==> config.mk <==
export PLATFORM = sky130hd
export DESIGN_NAME = caf_top
export DESIGN_NICKNAME = d
export VERILOG_FILES = /design/src/rtl/caf_pkg.sv /design/src/rtl/caf_match_if.sv /design/src/rtl/caf_match.sv /design/src/rtl/caf_top.sv
export SDC_FILE = /design/constraint.sdc
export NUM_CORES = 1
export LEC_CHECK = 0
export BUFFER_PORTS_ARGS = -buffer_cell sky130_fd_sc_hd__buf_2
export CORE_ASPECT_RATIO = 2
export CORE_MARGIN = 10
export CORE_UTILIZATION = 50
export DETAILED_ROUTE_END_ITERATION = 7
export PLACE_DENSITY = 0.67
export SYNTH_ARGS = -nofsm -noshare
export SYNTH_HDL_FRONTEND = slang
export SYNTH_HIERARCHICAL = 1
export SYNTH_SLANG_ARGS = --single-unit
==> constraint.sdc <==
create_clock -name CLK -period 10 [get_ports CLK]
set_input_delay 0 -clock CLK [delete_from_list [all_inputs] [get_ports CLK]]
set_output_delay 0 -clock CLK [all_outputs]
set_load 0.1 [all_outputs]
==> src/rtl/caf_pkg.sv <==
// shared constants of the acceptance filter and configuration block
// assumes one oscillator clock domain and an 8-bit register port
package caf_pkg;
  // widths
  localparam int ADDR_W      = 8;
  localparam int DATA_W      = 8;
  localparam int ID_W        = 29;
  localparam int STD_W       = 11;
  localparam int EXT_W       = 18;
  localparam int N_FILT      = 6;
  localparam int N_MASK      = 2;
  localparam int N_BUF0_FILT = 2;
  localparam int FILT_IDX_W  = 3;
  localparam int BRP_W       = 6;
  localparam int SEG_W       = 3;
  localparam int DIV_W       = 8;
  localparam int QNT_W       = 5;
  localparam int CNT_W       = 8;
  localparam int BANK_IDX_W  = 5;
  // register offsets
  localparam logic [ADDR_W-1:0] OFF_CTRL   = 8'h00;
  localparam logic [ADDR_W-1:0] OFF_STAT   = 8'h01;
  localparam logic [ADDR_W-1:0] OFF_CFG1   = 8'h02;
  localparam logic [ADDR_W-1:0] OFF_CFG2   = 8'h03;
  localparam logic [ADDR_W-1:0] OFF_CFG3   = 8'h04;
  localparam logic [ADDR_W-1:0] OFF_RX0CTL = 8'h05;
  localparam logic [ADDR_W-1:0] OFF_RX1CTL = 8'h06;
  localparam logic [ADDR_W-1:0] OFF_RESET  = 8'h07;
  localparam logic [ADDR_W-1:0] OFF_BANK   = 8'h10;
  localparam logic [ADDR_W-1:0] OFF_BANK_END = 8'h2f;
  // bank layout: four bytes per set, sets 0..1 masks, 2..7 filters 0..5
  localparam int BYTES_PER_SET = 4;
  localparam int BANK_BYTES    = 32;
  localparam int FILT_SET0     = 2;
  localparam int B_SIDH        = 0;
  localparam int B_SIDL        = 1;
  localparam int B_EID8        = 2;
  localparam int B_EID0        = 3;
  // field positions
  localparam int MODE_HI     = 7;
  localparam int MODE_LO     = 5;
  localparam int PROP_LO     = 0;
  localparam int PS1_LO      = 3;
  localparam int PS2_LO      = 0;
  localparam int EXTENDED_ID_ENABLE_BIT   = 3;
  localparam int SIDL_ID_HI  = 7;
  localparam int SIDL_ID_LO  = 5;
  localparam int SIDL_EID_HI = 1;
  localparam int STAT_RDY    = 0;
  // mode codes and reset values
  localparam logic [2:0] MODE_NORMAL = 3'h0;
  localparam logic [2:0] MODE_CONFIG = 3'h4;
  localparam logic [DATA_W-1:0] RST_BYTE = 8'h00;
  // oscillator start-up time in oscillator cycles
  localparam int OSC_START_CYC = 128;
endpackage

==> src/rtl/caf_match_if.sv <==
// carrier between the register side and the identifier matcher
// assumes both ends sit on the same clock; the matcher is combinational
`timescale 1ns/1ps
interface caf_match_if;
  import caf_pkg::*;
  logic [N_MASK-1:0][ID_W-1:0] mask;
  logic [N_FILT-1:0][ID_W-1:0] filt;
  logic [N_FILT-1:0]           extended_id_enable;
  logic [ID_W-1:0]             msg_id;
  logic                        msg_ext;
  logic [N_FILT-1:0]           hit;
  modport cfg     (output mask, filt, extended_id_enable, msg_id, msg_ext, input hit);
  modport matcher (input mask, filt, extended_id_enable, msg_id, msg_ext, output hit);
endinterface

==> src/rtl/caf_match.sv <==
// per-filter identifier compare under the owning buffer mask
// assumes msg_id is already aligned: standard ids in the top eleven bits
`timescale 1ns/1ps
module caf_match (
  caf_match_if.matcher mi
);
  import caf_pkg::*;
  // standard frames only compare the eleven standard bits
  localparam logic [ID_W-1:0] STD_CARE = {{STD_W{1'b1}}, {EXT_W{1'b0}}};
  wire [ID_W-1:0] care = mi.msg_ext ? {ID_W{1'b1}} : STD_CARE;

  // filters 0..1 use mask 0, filters 2..5 use mask 1
  for (genvar f = 0; f < N_FILT; f++) begin : g_filt
    localparam int M = (f < N_BUF0_FILT) ? 0 : 1;
    wire [ID_W-1:0] diff = (mi.msg_id ^ mi.filt[f]) & mi.mask[M] & care;
    assign mi.hit[f] = (mi.extended_id_enable[f] == mi.msg_ext) && (diff == '0);
  end
endmodule

==> src/rtl/caf_top.sv <==
// configuration mode, bit timing and message acceptance of a can controller
// assumes register port and message inputs are synchronous to CLK
`timescale 1ns/1ps
module caf_top (
  input  wire logic                        CLK,
  input  wire logic                        RST_B,
  input  wire logic [caf_pkg::ADDR_W-1:0]  ADDR,
  input  wire logic [caf_pkg::DATA_W-1:0]  WDATA,
  input  wire logic                        WR,
  input  wire logic                        RD,
  output logic      [caf_pkg::DATA_W-1:0]  RDATA,
  input  wire logic                        MSG_VALID,
  input  wire logic                        MSG_EXT,
  input  wire logic [caf_pkg::ID_W-1:0]    MSG_ID,
  output logic                             ACC_VALID,
  output logic                             ACC_BUF,
  output logic      [caf_pkg::FILT_IDX_W-1:0] ACC_FILTER,
  output logic                             TQ_TICK,
  output logic                             BIT_START,
  output logic                             SAMPLE_POINT,
  output logic                             CONFIG_MODE
);
  import caf_pkg::*;

  // quantum divider: 2 * (prescaler + 1)
  function automatic logic [DIV_W-1:0] tq_div(input logic [BRP_W-1:0] baud_prescaler);
    logic [DIV_W-1:0] d;
    d = {1'b0, baud_prescaler, 1'b0} + DIV_W'(2);
    return d;
  endfunction

  // a segment field value n stands for n+1 quanta
  function automatic logic [QNT_W-1:0] seg_q(input logic [SEG_W-1:0] s);
    return QNT_W'(s) + QNT_W'(1);
  endfunction

  // lowest set filter among the given range
  function automatic logic [FILT_IDX_W-1:0] first_hit(input logic [N_FILT-1:0] h, input int lo);
    logic [FILT_IDX_W-1:0] r;
    r = '0;
    for (int i = N_FILT - 1; i >= lo; i--) begin
      if (h[i]) r = FILT_IDX_W'(i);
    end
    return r;
  endfunction

  // reset release through two flops
  logic rst_s1_q, rst_n;
  always_ff @(posedge CLK or negedge RST_B) begin
    if (!RST_B) begin
      rst_s1_q <= 1'b0;
      rst_n    <= 1'b0;
    end else begin
      rst_s1_q <= 1'b1;
      rst_n    <= rst_s1_q;
    end
  end

  // register state
  logic [2:0]        req_mode_q, cur_mode_q;
  logic [DATA_W-1:0] cfg1_q, cfg2_q, cfg3_q;
  logic [DATA_W-1:0] bank_q [BANK_BYTES];
  logic              rx0_hit_q;
  logic [FILT_IDX_W-1:0] rx1_hit_q;
  logic              soft_rst_q;
  logic [CNT_W-1:0]  start_cnt_q;
  logic              osc_rdy_q;

  // address decode
  wire in_cfg     = (cur_mode_q == MODE_CONFIG);
  wire hit_ctrl   = (ADDR == OFF_CTRL);
  wire hit_cfg1   = (ADDR == OFF_CFG1);
  wire hit_cfg2   = (ADDR == OFF_CFG2);
  wire hit_cfg3   = (ADDR == OFF_CFG3);
  wire hit_reset  = (ADDR == OFF_RESET);
  wire hit_bank   = (ADDR >= OFF_BANK) && (ADDR <= OFF_BANK_END);
  wire [BANK_IDX_W-1:0] bank_idx = BANK_IDX_W'(ADDR - OFF_BANK);
  wire wr_cfg_ok  = WR && in_cfg;
  wire wr_bank_ok = WR && hit_bank && in_cfg;

  // soft reset command: one cycle pulse that clears like a power-up
  always_ff @(posedge CLK or negedge rst_n) begin
    if (!rst_n) soft_rst_q <= 1'b0;
    else        soft_rst_q <= WR && hit_reset;
  end

  // mode control; a reset of either kind lands in configuration
  always_ff @(posedge CLK or negedge rst_n) begin
    if (!rst_n) begin
      req_mode_q <= MODE_CONFIG;
      cur_mode_q <= MODE_CONFIG;
    end else if (soft_rst_q) begin
      req_mode_q <= MODE_CONFIG;
      cur_mode_q <= MODE_CONFIG;
    end else begin
      if (WR && hit_ctrl) req_mode_q <= WDATA[MODE_HI:MODE_LO];
      cur_mode_q <= req_mode_q;
    end
  end

  // start-up counter; accesses before ready are the host's risk, status shows it
  always_ff @(posedge CLK or negedge rst_n) begin
    if (!rst_n) begin
      start_cnt_q <= '0;
      osc_rdy_q   <= 1'b0;
    end else if (soft_rst_q) begin
      start_cnt_q <= '0;
      osc_rdy_q   <= 1'b0;
    end else if (!osc_rdy_q) begin
      start_cnt_q <= start_cnt_q + CNT_W'(1);
      osc_rdy_q   <= (start_cnt_q == CNT_W'(OSC_START_CYC - 1));
    end
  end

  // bit timing registers, locked outside configuration
  always_ff @(posedge CLK or negedge rst_n) begin
    if (!rst_n) begin
      cfg1_q <= RST_BYTE;
      cfg2_q <= RST_BYTE;
      cfg3_q <= RST_BYTE;
    end else if (soft_rst_q) begin
      cfg1_q <= RST_BYTE;
      cfg2_q <= RST_BYTE;
      cfg3_q <= RST_BYTE;
    end else if (wr_cfg_ok) begin
      if (hit_cfg1) cfg1_q <= WDATA;
      if (hit_cfg2) cfg2_q <= WDATA;
      if (hit_cfg3) cfg3_q <= WDATA;
    end
  end

  // mask and filter bank, locked outside configuration
  always_ff @(posedge CLK or negedge rst_n) begin
    if (!rst_n) begin
      for (int i = 0; i < BANK_BYTES; i++) bank_q[i] <= RST_BYTE;
    end else if (soft_rst_q) begin
      for (int i = 0; i < BANK_BYTES; i++) bank_q[i] <= RST_BYTE;
    end else if (wr_bank_ok) begin
      bank_q[bank_idx] <= WDATA;
    end
  end

  // identifier layout of a set: high byte, low top three, two eid bits, eid bytes
  // bytes come in as arguments so the continuous assigns below see every bank change
  function automatic logic [ID_W-1:0] set_id(input logic [DATA_W-1:0] hi,
                                             input logic [DATA_W-1:0] lo,
                                             input logic [DATA_W-1:0] e8,
                                             input logic [DATA_W-1:0] e0);
    return {hi, lo[SIDL_ID_HI:SIDL_ID_LO], lo[SIDL_EID_HI:0], e8, e0};
  endfunction

  // matcher hookup; standard ids sit in the top eleven compare bits
  caf_match_if mif ();
  for (genvar m = 0; m < N_MASK; m++) begin : g_mask
    assign mif.mask[m] = set_id(bank_q[m*BYTES_PER_SET + B_SIDH], bank_q[m*BYTES_PER_SET + B_SIDL],
                                bank_q[m*BYTES_PER_SET + B_EID8], bank_q[m*BYTES_PER_SET + B_EID0]);
  end
  for (genvar f = 0; f < N_FILT; f++) begin : g_flt
    assign mif.filt[f]  = set_id(bank_q[(FILT_SET0 + f)*BYTES_PER_SET + B_SIDH],
                                 bank_q[(FILT_SET0 + f)*BYTES_PER_SET + B_SIDL],
                                 bank_q[(FILT_SET0 + f)*BYTES_PER_SET + B_EID8],
                                 bank_q[(FILT_SET0 + f)*BYTES_PER_SET + B_EID0]);
    assign mif.extended_id_enable[f] = bank_q[(FILT_SET0 + f)*BYTES_PER_SET + B_SIDL][EXTENDED_ID_ENABLE_BIT];
  end
  assign mif.msg_ext = MSG_EXT;
  assign mif.msg_id  = MSG_EXT ? MSG_ID : {MSG_ID[STD_W-1:0], {EXT_W{1'b0}}};

  caf_match u_match (
    .mi (mif)
  );

  // acceptance only runs in normal mode; buffer 0 wins over buffer 1
  wire run_norm  = (cur_mode_q == MODE_NORMAL);
  wire buf0_hit  = |mif.hit[N_BUF0_FILT-1:0];
  wire buf1_hit  = |mif.hit[N_FILT-1:N_BUF0_FILT];
  wire accept    = MSG_VALID && run_norm && (buf0_hit || buf1_hit);
  wire take_buf1 = !buf0_hit;
  wire [FILT_IDX_W-1:0] hit_idx = take_buf1 ? first_hit(mif.hit, N_BUF0_FILT) : first_hit(mif.hit, 0);

  // accepted message report and filter hit status
  always_ff @(posedge CLK or negedge rst_n) begin
    if (!rst_n) begin
      ACC_VALID  <= 1'b0;
      ACC_BUF    <= 1'b0;
      ACC_FILTER <= '0;
      rx0_hit_q  <= 1'b0;
      rx1_hit_q  <= '0;
    end else if (soft_rst_q) begin
      ACC_VALID  <= 1'b0;
      ACC_BUF    <= 1'b0;
      ACC_FILTER <= '0;
      rx0_hit_q  <= 1'b0;
      rx1_hit_q  <= '0;
    end else begin
      ACC_VALID <= accept;
      if (accept) begin
        ACC_BUF    <= take_buf1;
        ACC_FILTER <= hit_idx;
        if (take_buf1) rx1_hit_q <= hit_idx;
        else           rx0_hit_q <= hit_idx[0];
      end
    end
  end

  // bit timing: quantum divider and quantum counter, halted in configuration
  wire [BRP_W-1:0] baud_prescaler     = cfg1_q[BRP_W-1:0];
  wire [DIV_W-1:0] div     = tq_div(baud_prescaler);
  wire [QNT_W-1:0] seg_prop = seg_q(cfg2_q[PROP_LO +: SEG_W]);
  wire [QNT_W-1:0] seg_ps1  = seg_q(cfg2_q[PS1_LO +: SEG_W]);
  wire [QNT_W-1:0] seg_ps2  = seg_q(cfg3_q[PS2_LO +: SEG_W]);
  wire [QNT_W-1:0] bit_len  = QNT_W'(1) + seg_prop + seg_ps1 + seg_ps2;
  wire [QNT_W-1:0] samp_q   = seg_prop + seg_ps1; // last quantum of phase 1
  logic [DIV_W-1:0] tq_cnt_q;
  logic [QNT_W-1:0] qnt_q;
  wire tick = !in_cfg && (tq_cnt_q == div - DIV_W'(1));

  always_ff @(posedge CLK or negedge rst_n) begin
    if (!rst_n) begin
      tq_cnt_q <= '0;
      qnt_q    <= '0;
    end else if (in_cfg || soft_rst_q) begin
      tq_cnt_q <= '0;
      qnt_q    <= '0;
    end else if (tick) begin
      tq_cnt_q <= '0;
      qnt_q    <= (qnt_q == bit_len - QNT_W'(1)) ? '0 : qnt_q + QNT_W'(1);
    end else begin
      tq_cnt_q <= tq_cnt_q + DIV_W'(1);
    end
  end

  // registered timing strobes; bit start marks the sync quantum
  always_ff @(posedge CLK or negedge rst_n) begin
    if (!rst_n) begin
      TQ_TICK      <= 1'b0;
      BIT_START    <= 1'b0;
      SAMPLE_POINT <= 1'b0;
      CONFIG_MODE  <= 1'b1;
    end else begin
      TQ_TICK      <= tick;
      BIT_START    <= tick && (qnt_q == bit_len - QNT_W'(1));
      SAMPLE_POINT <= tick && (qnt_q == samp_q);
      CONFIG_MODE  <= in_cfg || soft_rst_q;
    end
  end

  // read mux; unmapped offsets read zero
  logic [DATA_W-1:0] rd_mux;
  always_comb begin
    rd_mux = '0;
    case (ADDR)
      OFF_CTRL:   rd_mux = {req_mode_q, 5'h00};
      OFF_STAT:   rd_mux = {cur_mode_q, 4'h0, osc_rdy_q};
      OFF_CFG1:   rd_mux = cfg1_q;
      OFF_CFG2:   rd_mux = cfg2_q;
      OFF_CFG3:   rd_mux = cfg3_q;
      OFF_RX0CTL: rd_mux = {7'h00, rx0_hit_q};
      OFF_RX1CTL: rd_mux = {5'h00, rx1_hit_q};
      default:    rd_mux = hit_bank ? bank_q[bank_idx] : '0;
    endcase
  end

  // read data stand one cycle after the strobe, zero otherwise
  always_ff @(posedge CLK or negedge rst_n) begin
    if (!rst_n) RDATA <= '0;
    else        RDATA <= RD ? rd_mux : '0;
  end

  // helper: cycles since the previous quantum tick
  logic [DIV_W:0] gap_q;
  logic           gap_ok_q;
  always_ff @(posedge CLK or negedge rst_n) begin
    if (!rst_n) begin
      gap_q    <= '0;
      gap_ok_q <= 1'b0;
    end else begin
      gap_q    <= TQ_TICK ? (DIV_W+1)'(1) : gap_q + (DIV_W+1)'(1);
      gap_ok_q <= in_cfg ? 1'b0 : (gap_ok_q || TQ_TICK);
    end
  end
endmodule
Word-level counts from Yosys, hierarchy flattened
Index checks and enable logic that the tools add are counted.

storage, ports and cells
  latch bits = 0
  register bits = 332
  memories = 0
  output and inout port bits = 17
  ROM bits = 0
  input port bits = 51
  bits in writable memories = 0

operators by class
  divide/modulo/power cells = 0
  order comparisons = 4
  bitwise operators = 19
  multipliers = 0
  shift-type cells = 0
  reduce and logical (&&, ||, !) cells = 46
  equality and inequality tests = 20
  mux-type cells = 52
  add/sub/neg operators = 14

operators with widths
  operator               number
  $mux W256              2
  $and A29 B29 Y29       12
  $bwmux W256            1
  $logic_not A29 Y1      6
  $xor A29 B29 Y29       6
  $mux W8                18
  $pmux W8 S7            1
  $mux W3                15
  $bmux W8 S5            1
  $demux W8 S5           1
  $eq A8 B3 Y1 const B   4
  $mux W29               1
  $logic_and A1 B1 Y1    18
  $mux W18               1
  $reduce_bool A2 Y1     9
  $add A8 B1 Y8 const B  2
  $eq A8 B2 Y1 const B   2
  $mux W5                3
  $add A3 B1 Y4 const B  3
  $add A5 B4 Y5          2
  $eq A5 B5 Y1           2
  $reduce_and A2 Y1      5
  $add A7 B2 Y8 const B  1
  $eq A8 B1 Y1 const B   1
  23 further kinds       38

Logic depth before layout (Yosys ltp)
  depth in word-level cells = 16
  gate-level depth with buffers = 14

By module
Netlist, hierarchy kept.

by module, submodules not included
  module     cells each  area each (um^2)  seq. area each (um^2)  instances
  caf_top    1613        17003.8           8311.7                 1
  caf_match  331         2578.7            0.0                    1

Least setup slack after synthesis
OpenSTA, ideal clock, no wires.

  path kind = register to register
  from = register cfg2_q[3]
  to = register qnt_q[3]
  arrival time = 2884 ps
  setup slack = 6990 ps
  buffers on the path = 0
  data required time = 9874 ps
  library setup time = 126 ps
  period minus slack after synthesis = 3010 ps
  cell stages (with the launch flop) = 10
  cells stage by stage = dfrtp_1 > ha_1 > xor2_1 > fa_1 > ha_1 > a21oi_1 > nand3_1 > a2111oi_2 > a21oi_1 > a221o_1

on the way
  cells in the longest elaborated chain, start to end = 8

ends and longest elaborated chain
  what                        RTL line        RTL
  start, declared             caf_top.sv:61   logic [DATA_W-1:0] cfg1_q, cfg2_q, cfg3_q;
  start signal, assigned      caf_top.sv:119  cfg2_q <= RST_BYTE;
  start signal, assigned      caf_top.sv:123  cfg2_q <= RST_BYTE;
  start signal, assigned      caf_top.sv:127  if (hit_cfg2) cfg2_q <= WDATA;
  $add A3 B1 Y4               caf_top.sv:34   return QNT_W'(s) + QNT_W'(1);
  $add A5 B4 Y5 (2 in a row)  caf_top.sv:211  wire [QNT_W-1:0] bit_len = QNT_W'(1) + seg_prop + seg_ps1 + seg_ps2;
  $sub A5 B1 Y5               caf_top.sv:226  qnt_q <= (qnt_q == bit_len - QNT_W'(1)) ? '0 : qnt_q + QNT_W'(1);
  $eq A5 B5 Y1                caf_top.sv:226
  $mux W5                     caf_top.sv:226
  $mux W5                     caf_top.sv:224  end else if (tick) begin
  $mux W5                     caf_top.sv:221  end else if (in_cfg || soft_rst_q) begin
  end signal, assigned        caf_top.sv:226
  end, declared               caf_top.sv:214  logic [QNT_W-1:0] qnt_q;

Every way passes these cells. The select of a mux whose other input is x is not followed.
A chain may end at the register's enable or synchronous reset.

Final worst setup path
Same ends and word-level chain as after synthesis.

==> impl_metrics.py <==
metrics = {
    "sta": {
        "rsz0062_at_grt": "false",
        "slew_violations": 0,
        "hold_viol": 0,
        "max_freq_ghz": 0.280,
        "worst_slew_pin_slew_ps": 1260,
        "fin_crit_ps": 3580,
        "fin_hold_ws_ps": 37.2,
        "skew_ps": 21.5,
        "slew_headroom_pct": 15.7,
        "setup-tns-final_ps": 0,
        "fin_crit_sh_pct": 35.8,
        "final-setup-viol-count": 0,
    },
    "run_status": {
        "status": "finished, final reports clean",
    },
    "synth": {
        "synth_compound_area_share_pct": 13.3,
        "synth_xor_xnor_area_share_pct": 9.35,
        "synthAdderAreaFrac_pct": 1.30,
        "ys_types": 71,
        "synth-edff-count": 0,
        "avgSynthCellArea_um2": 10.1,
        "mappedNetlistArea_um2": 19600,
        "ys_ff_latch": 332,
        "ys_async_sr_fraction_pct": 100,
        "synthSimpleGateAreaFrac_pct": 12.8,
        "syn_nets": 2013,
        "ys_warn_count": 6,
        "syn_inst": 1944,
        "synth_flop_cell": "dfrtp_1",
        "synth_top_family_by_area": "multiplexers",
        "synthMuxAreaShare_pct": 16.8,
        "ys_seq_area_share_pct": 42.4,
    },
    "floorplan": {
        "ioPinCount": 68,
        "die-area_um2": 48000,
        "coreArea_um2": 38700,
        "start_util_pct": 50.6,
        "die_w_um": 160,
        "dieHeight_um": 300,
        "row_count": 102,
    },
    "critical_path": {
        "crit_path_end_kind": "register",
        "r2r_slack_ps": 6420,
        "worst_r2r_endpoint": "qnt_q[3]$_DFFE_PN0P_",
        "cp.arrival_ps": 4000,
        "crit_start": "cfg2_q[3]$_DFFE_PN0P_",
        "rr_worst_depth": 9,
        "worst-path-max-fanout": 6,
        "r2r-start": "cfg2_q[3]$_DFFE_PN0P_",
        "crit_type": "register to register",
        "crit_end": "qnt_q[3]$_DFFE_PN0P_",
        "crit_path_start_kind": "register",
        "cp.required_ps": 10420,
    },
    "clock_network": {
        "htreeDepth": 2,
        "cts.reportedPaths.clkPinSlew_ps": 70,
        "clock_sinks": 332,
        "cts_tree": "built",
        "cts_root_buf": "clkbuf_16",
        "worstSkewPairLatency_ps": 550,
        "numCtsBuffers": 34,
        "ctsResizeCount": 0,
        "clk_path_buf_depth": 3,
    },
    "power": {
        "p_total_mw": 3.34,
        "pwr-share-clk_pct": 42.0,
        "intPower_mw": 2.37,
        "swShare_pct": 29.0,
        "power_leakage_nw": 10.7,
        "peakVddDrop_uv": 133,
        "power_frac_comb_pct": 14.1,
        "p_per_area_nw_per_um2": 157,
        "switchingPower_mw": 0.969,
        "seq_power_share_pct": 43.9,
    },
    "route": {
        "wl_per_cell_um": 32.6,
        "antenna_left": 0,
        "drtPass1Iterations": 8,
        "vias": 16700,
        "drt-total-wl_um": 80300,
        "vias_per_cell": 6.79,
        "drt-initial-drc-count": 2247,
        "drcViolationCount": 0,
    },
    "global_route": {
        "grtUsageTotal_pct": 32.8,
        "antenna_found_initial": 3,
        "grt_first_pass_wirelength_um": 117000,
        "gr-total-overflow": 0,
        "grt_pass1_vias": 16600,
        "grt_max_degree": 151,
    },
    "min_path": {
        "hold_class": "primary input to register",
    },
    "placed_design": {
        "dp_hpwl_um": 56000,
        "gp_congestion": 1.04,
        "numPortBuffers": 67,
    },
    "final_layout": {
        "final_common_cell": "dfrtp_1",
        "layout_common_cells": "dfrtp_1 (327), xor2_1 (198), nor2_1 (175)",
        "area_delta_synth_final_pct": 8.96,
        "post_route_cells_drive_above_1_share_pct": 14.5,
        "nets": 1983,
    },
    "job": {
        "drv_cap": 0,
    },
}
registers in the layout (all words and copies together), names as in the netlist:
| name | count |
|---|---|
| bank_q | 256 |
| RDATA | 8 |
| cfg1_q | 8 |
| cfg2_q | 8 |
| cfg3_q | 8 |
| start_cnt_q | 8 |
| tq_cnt_q | 8 |
| qnt_q | 5 |
| ACC_FILTER | 3 |
| cur_mode_q | 3 |
| req_mode_q | 3 |
| rx1_hit_q | 3 |
| ACC_BUF | 1 |
| ACC_VALID | 1 |
| BIT_START | 1 |
| CONFIG_MODE | 1 |
| SAMPLE_POINT | 1 |
| TQ_TICK | 1 |
| osc_rdy_q | 1 |
| rst_n | 1 |
| rst_s1_q | 1 |
| rx0_hit_q | 1 |
| soft_rst_q | 1 |
power by group through the flow:
stage | Combinational (mW) | Clock (mW) | Sequential, mW
2_1_floorplan | 0.280 | 0 | 1.53
3_3_place_gp | 0.448 | 0 | 1.49
3_5_place_dp | 0.457 | 0 | 1.49
4_1_cts | 0.462 | 1.40 | 1.47
5_1_grt | 0.499 | 1.46 | 1.47
6_report | 0.471 | 1.40 | 1.47
area by class of cell:
class / instances / area, um^2
antenna: 2 / 5.00
multi-input combinational: 1431 / 10500
tap: 520 / 651
timing repair buffer: 96 / 588
fill: 3444 / 17300
clock buffer: 48 / 1020
clock inverter: 14 / 183
sequential: 332 / 8320
inverter: 19 / 71.3
through the flow:
stage | setup WS (ps) | instance area (um^2) | util (%) | cells
after floorplan | 67.2 | 19600 | - | 1944
after global placement | 6310 | 20100 | 51.9 | 2391
after detailed placement | 6260 | 20100 | 51.9 | 2391
after CTS | 6430 | 21300 | 55.2 | 2460
after global routing | 6220 | 21300 | 55.2 | 2460
final | 6420 | 21300 | 55.2 | 2462
cells in the mapped netlist (all sizes together) (18+ instances only):
cell,count,share of area [%]
dfrtp,329,42
xor2,198,8.9
nor2,177,3.4
nand2,174,3.3
a21oi,169,4.3
o21ai,129,3.3
mux2i,125,6.4
clkbuf,119,2.3
a22oi,71,2.7
nand3,70,2.0
mux4,69,8.1
buf,43,1.3
mux2,40,2.3
and2,23,0.73
inv,19,0.36
nor2b,18,0.58
how the worst min path moves through the flow:
stage                               to    start  depth (start not counted)  slack, ps
floorplan              rst_n$_DFF_PN0_    RST_B                          0       -300
global placement    rst_s1_q$_DFF_PN0_    RST_B                          1       -210
detailed placement  rst_s1_q$_DFF_PN0_    RST_B                          1       -210
CTS                 RDATA[7]$_DFF_PN0_  ADDR[6]                          4         20
global route        RDATA[7]$_DFF_PN0_  ADDR[6]                          4         70
finish              RDATA[7]$_DFF_PN0_  ADDR[6]                          4         40
repair_timing:
action,4_1_cts,5_1_grt
buffers inserted,0,0
hold endpoints to repair,8,0
hold buffers,7,0
routing by layer:
layer | part of all wire (%) | track usage (%) | routed length, um | up-vias
met4 | 11 | 28.3 | 8860 | 4
met2 | 48 | 55.0 | 38600 | 1121
li1 | - | - | - | 6850
met3 | 8.5 | 6.31 | 6810 | 428
met1 | 32 | 34.8 | 26100 | 8308
met5 | 0.042 | 0 | 34 | -
worst max-delay path, cell delays in order (launching register included):
cell and delay [ps]:
dfrtp_1 490, ha_1 260, xor2_1 260, fa_1 500
ha_1 360, a21oi_1 190, nand3_1 120, a2111oi_2 620
a21oi_1 290, a221o_1 370
logic make-up after synthesis:
kind of cell | count (synthesis)
AND/OR/NAND/NOR | 534
AO/OA/AOI/OAI | 435
flip-flops | 332
multiplexers | 234
XOR/XNOR | 209
buffers and inverters | 181
adder cells (fa/ha/maj) | 18
other | 1
No activity file was read; power rests on OpenSTA's default activity.
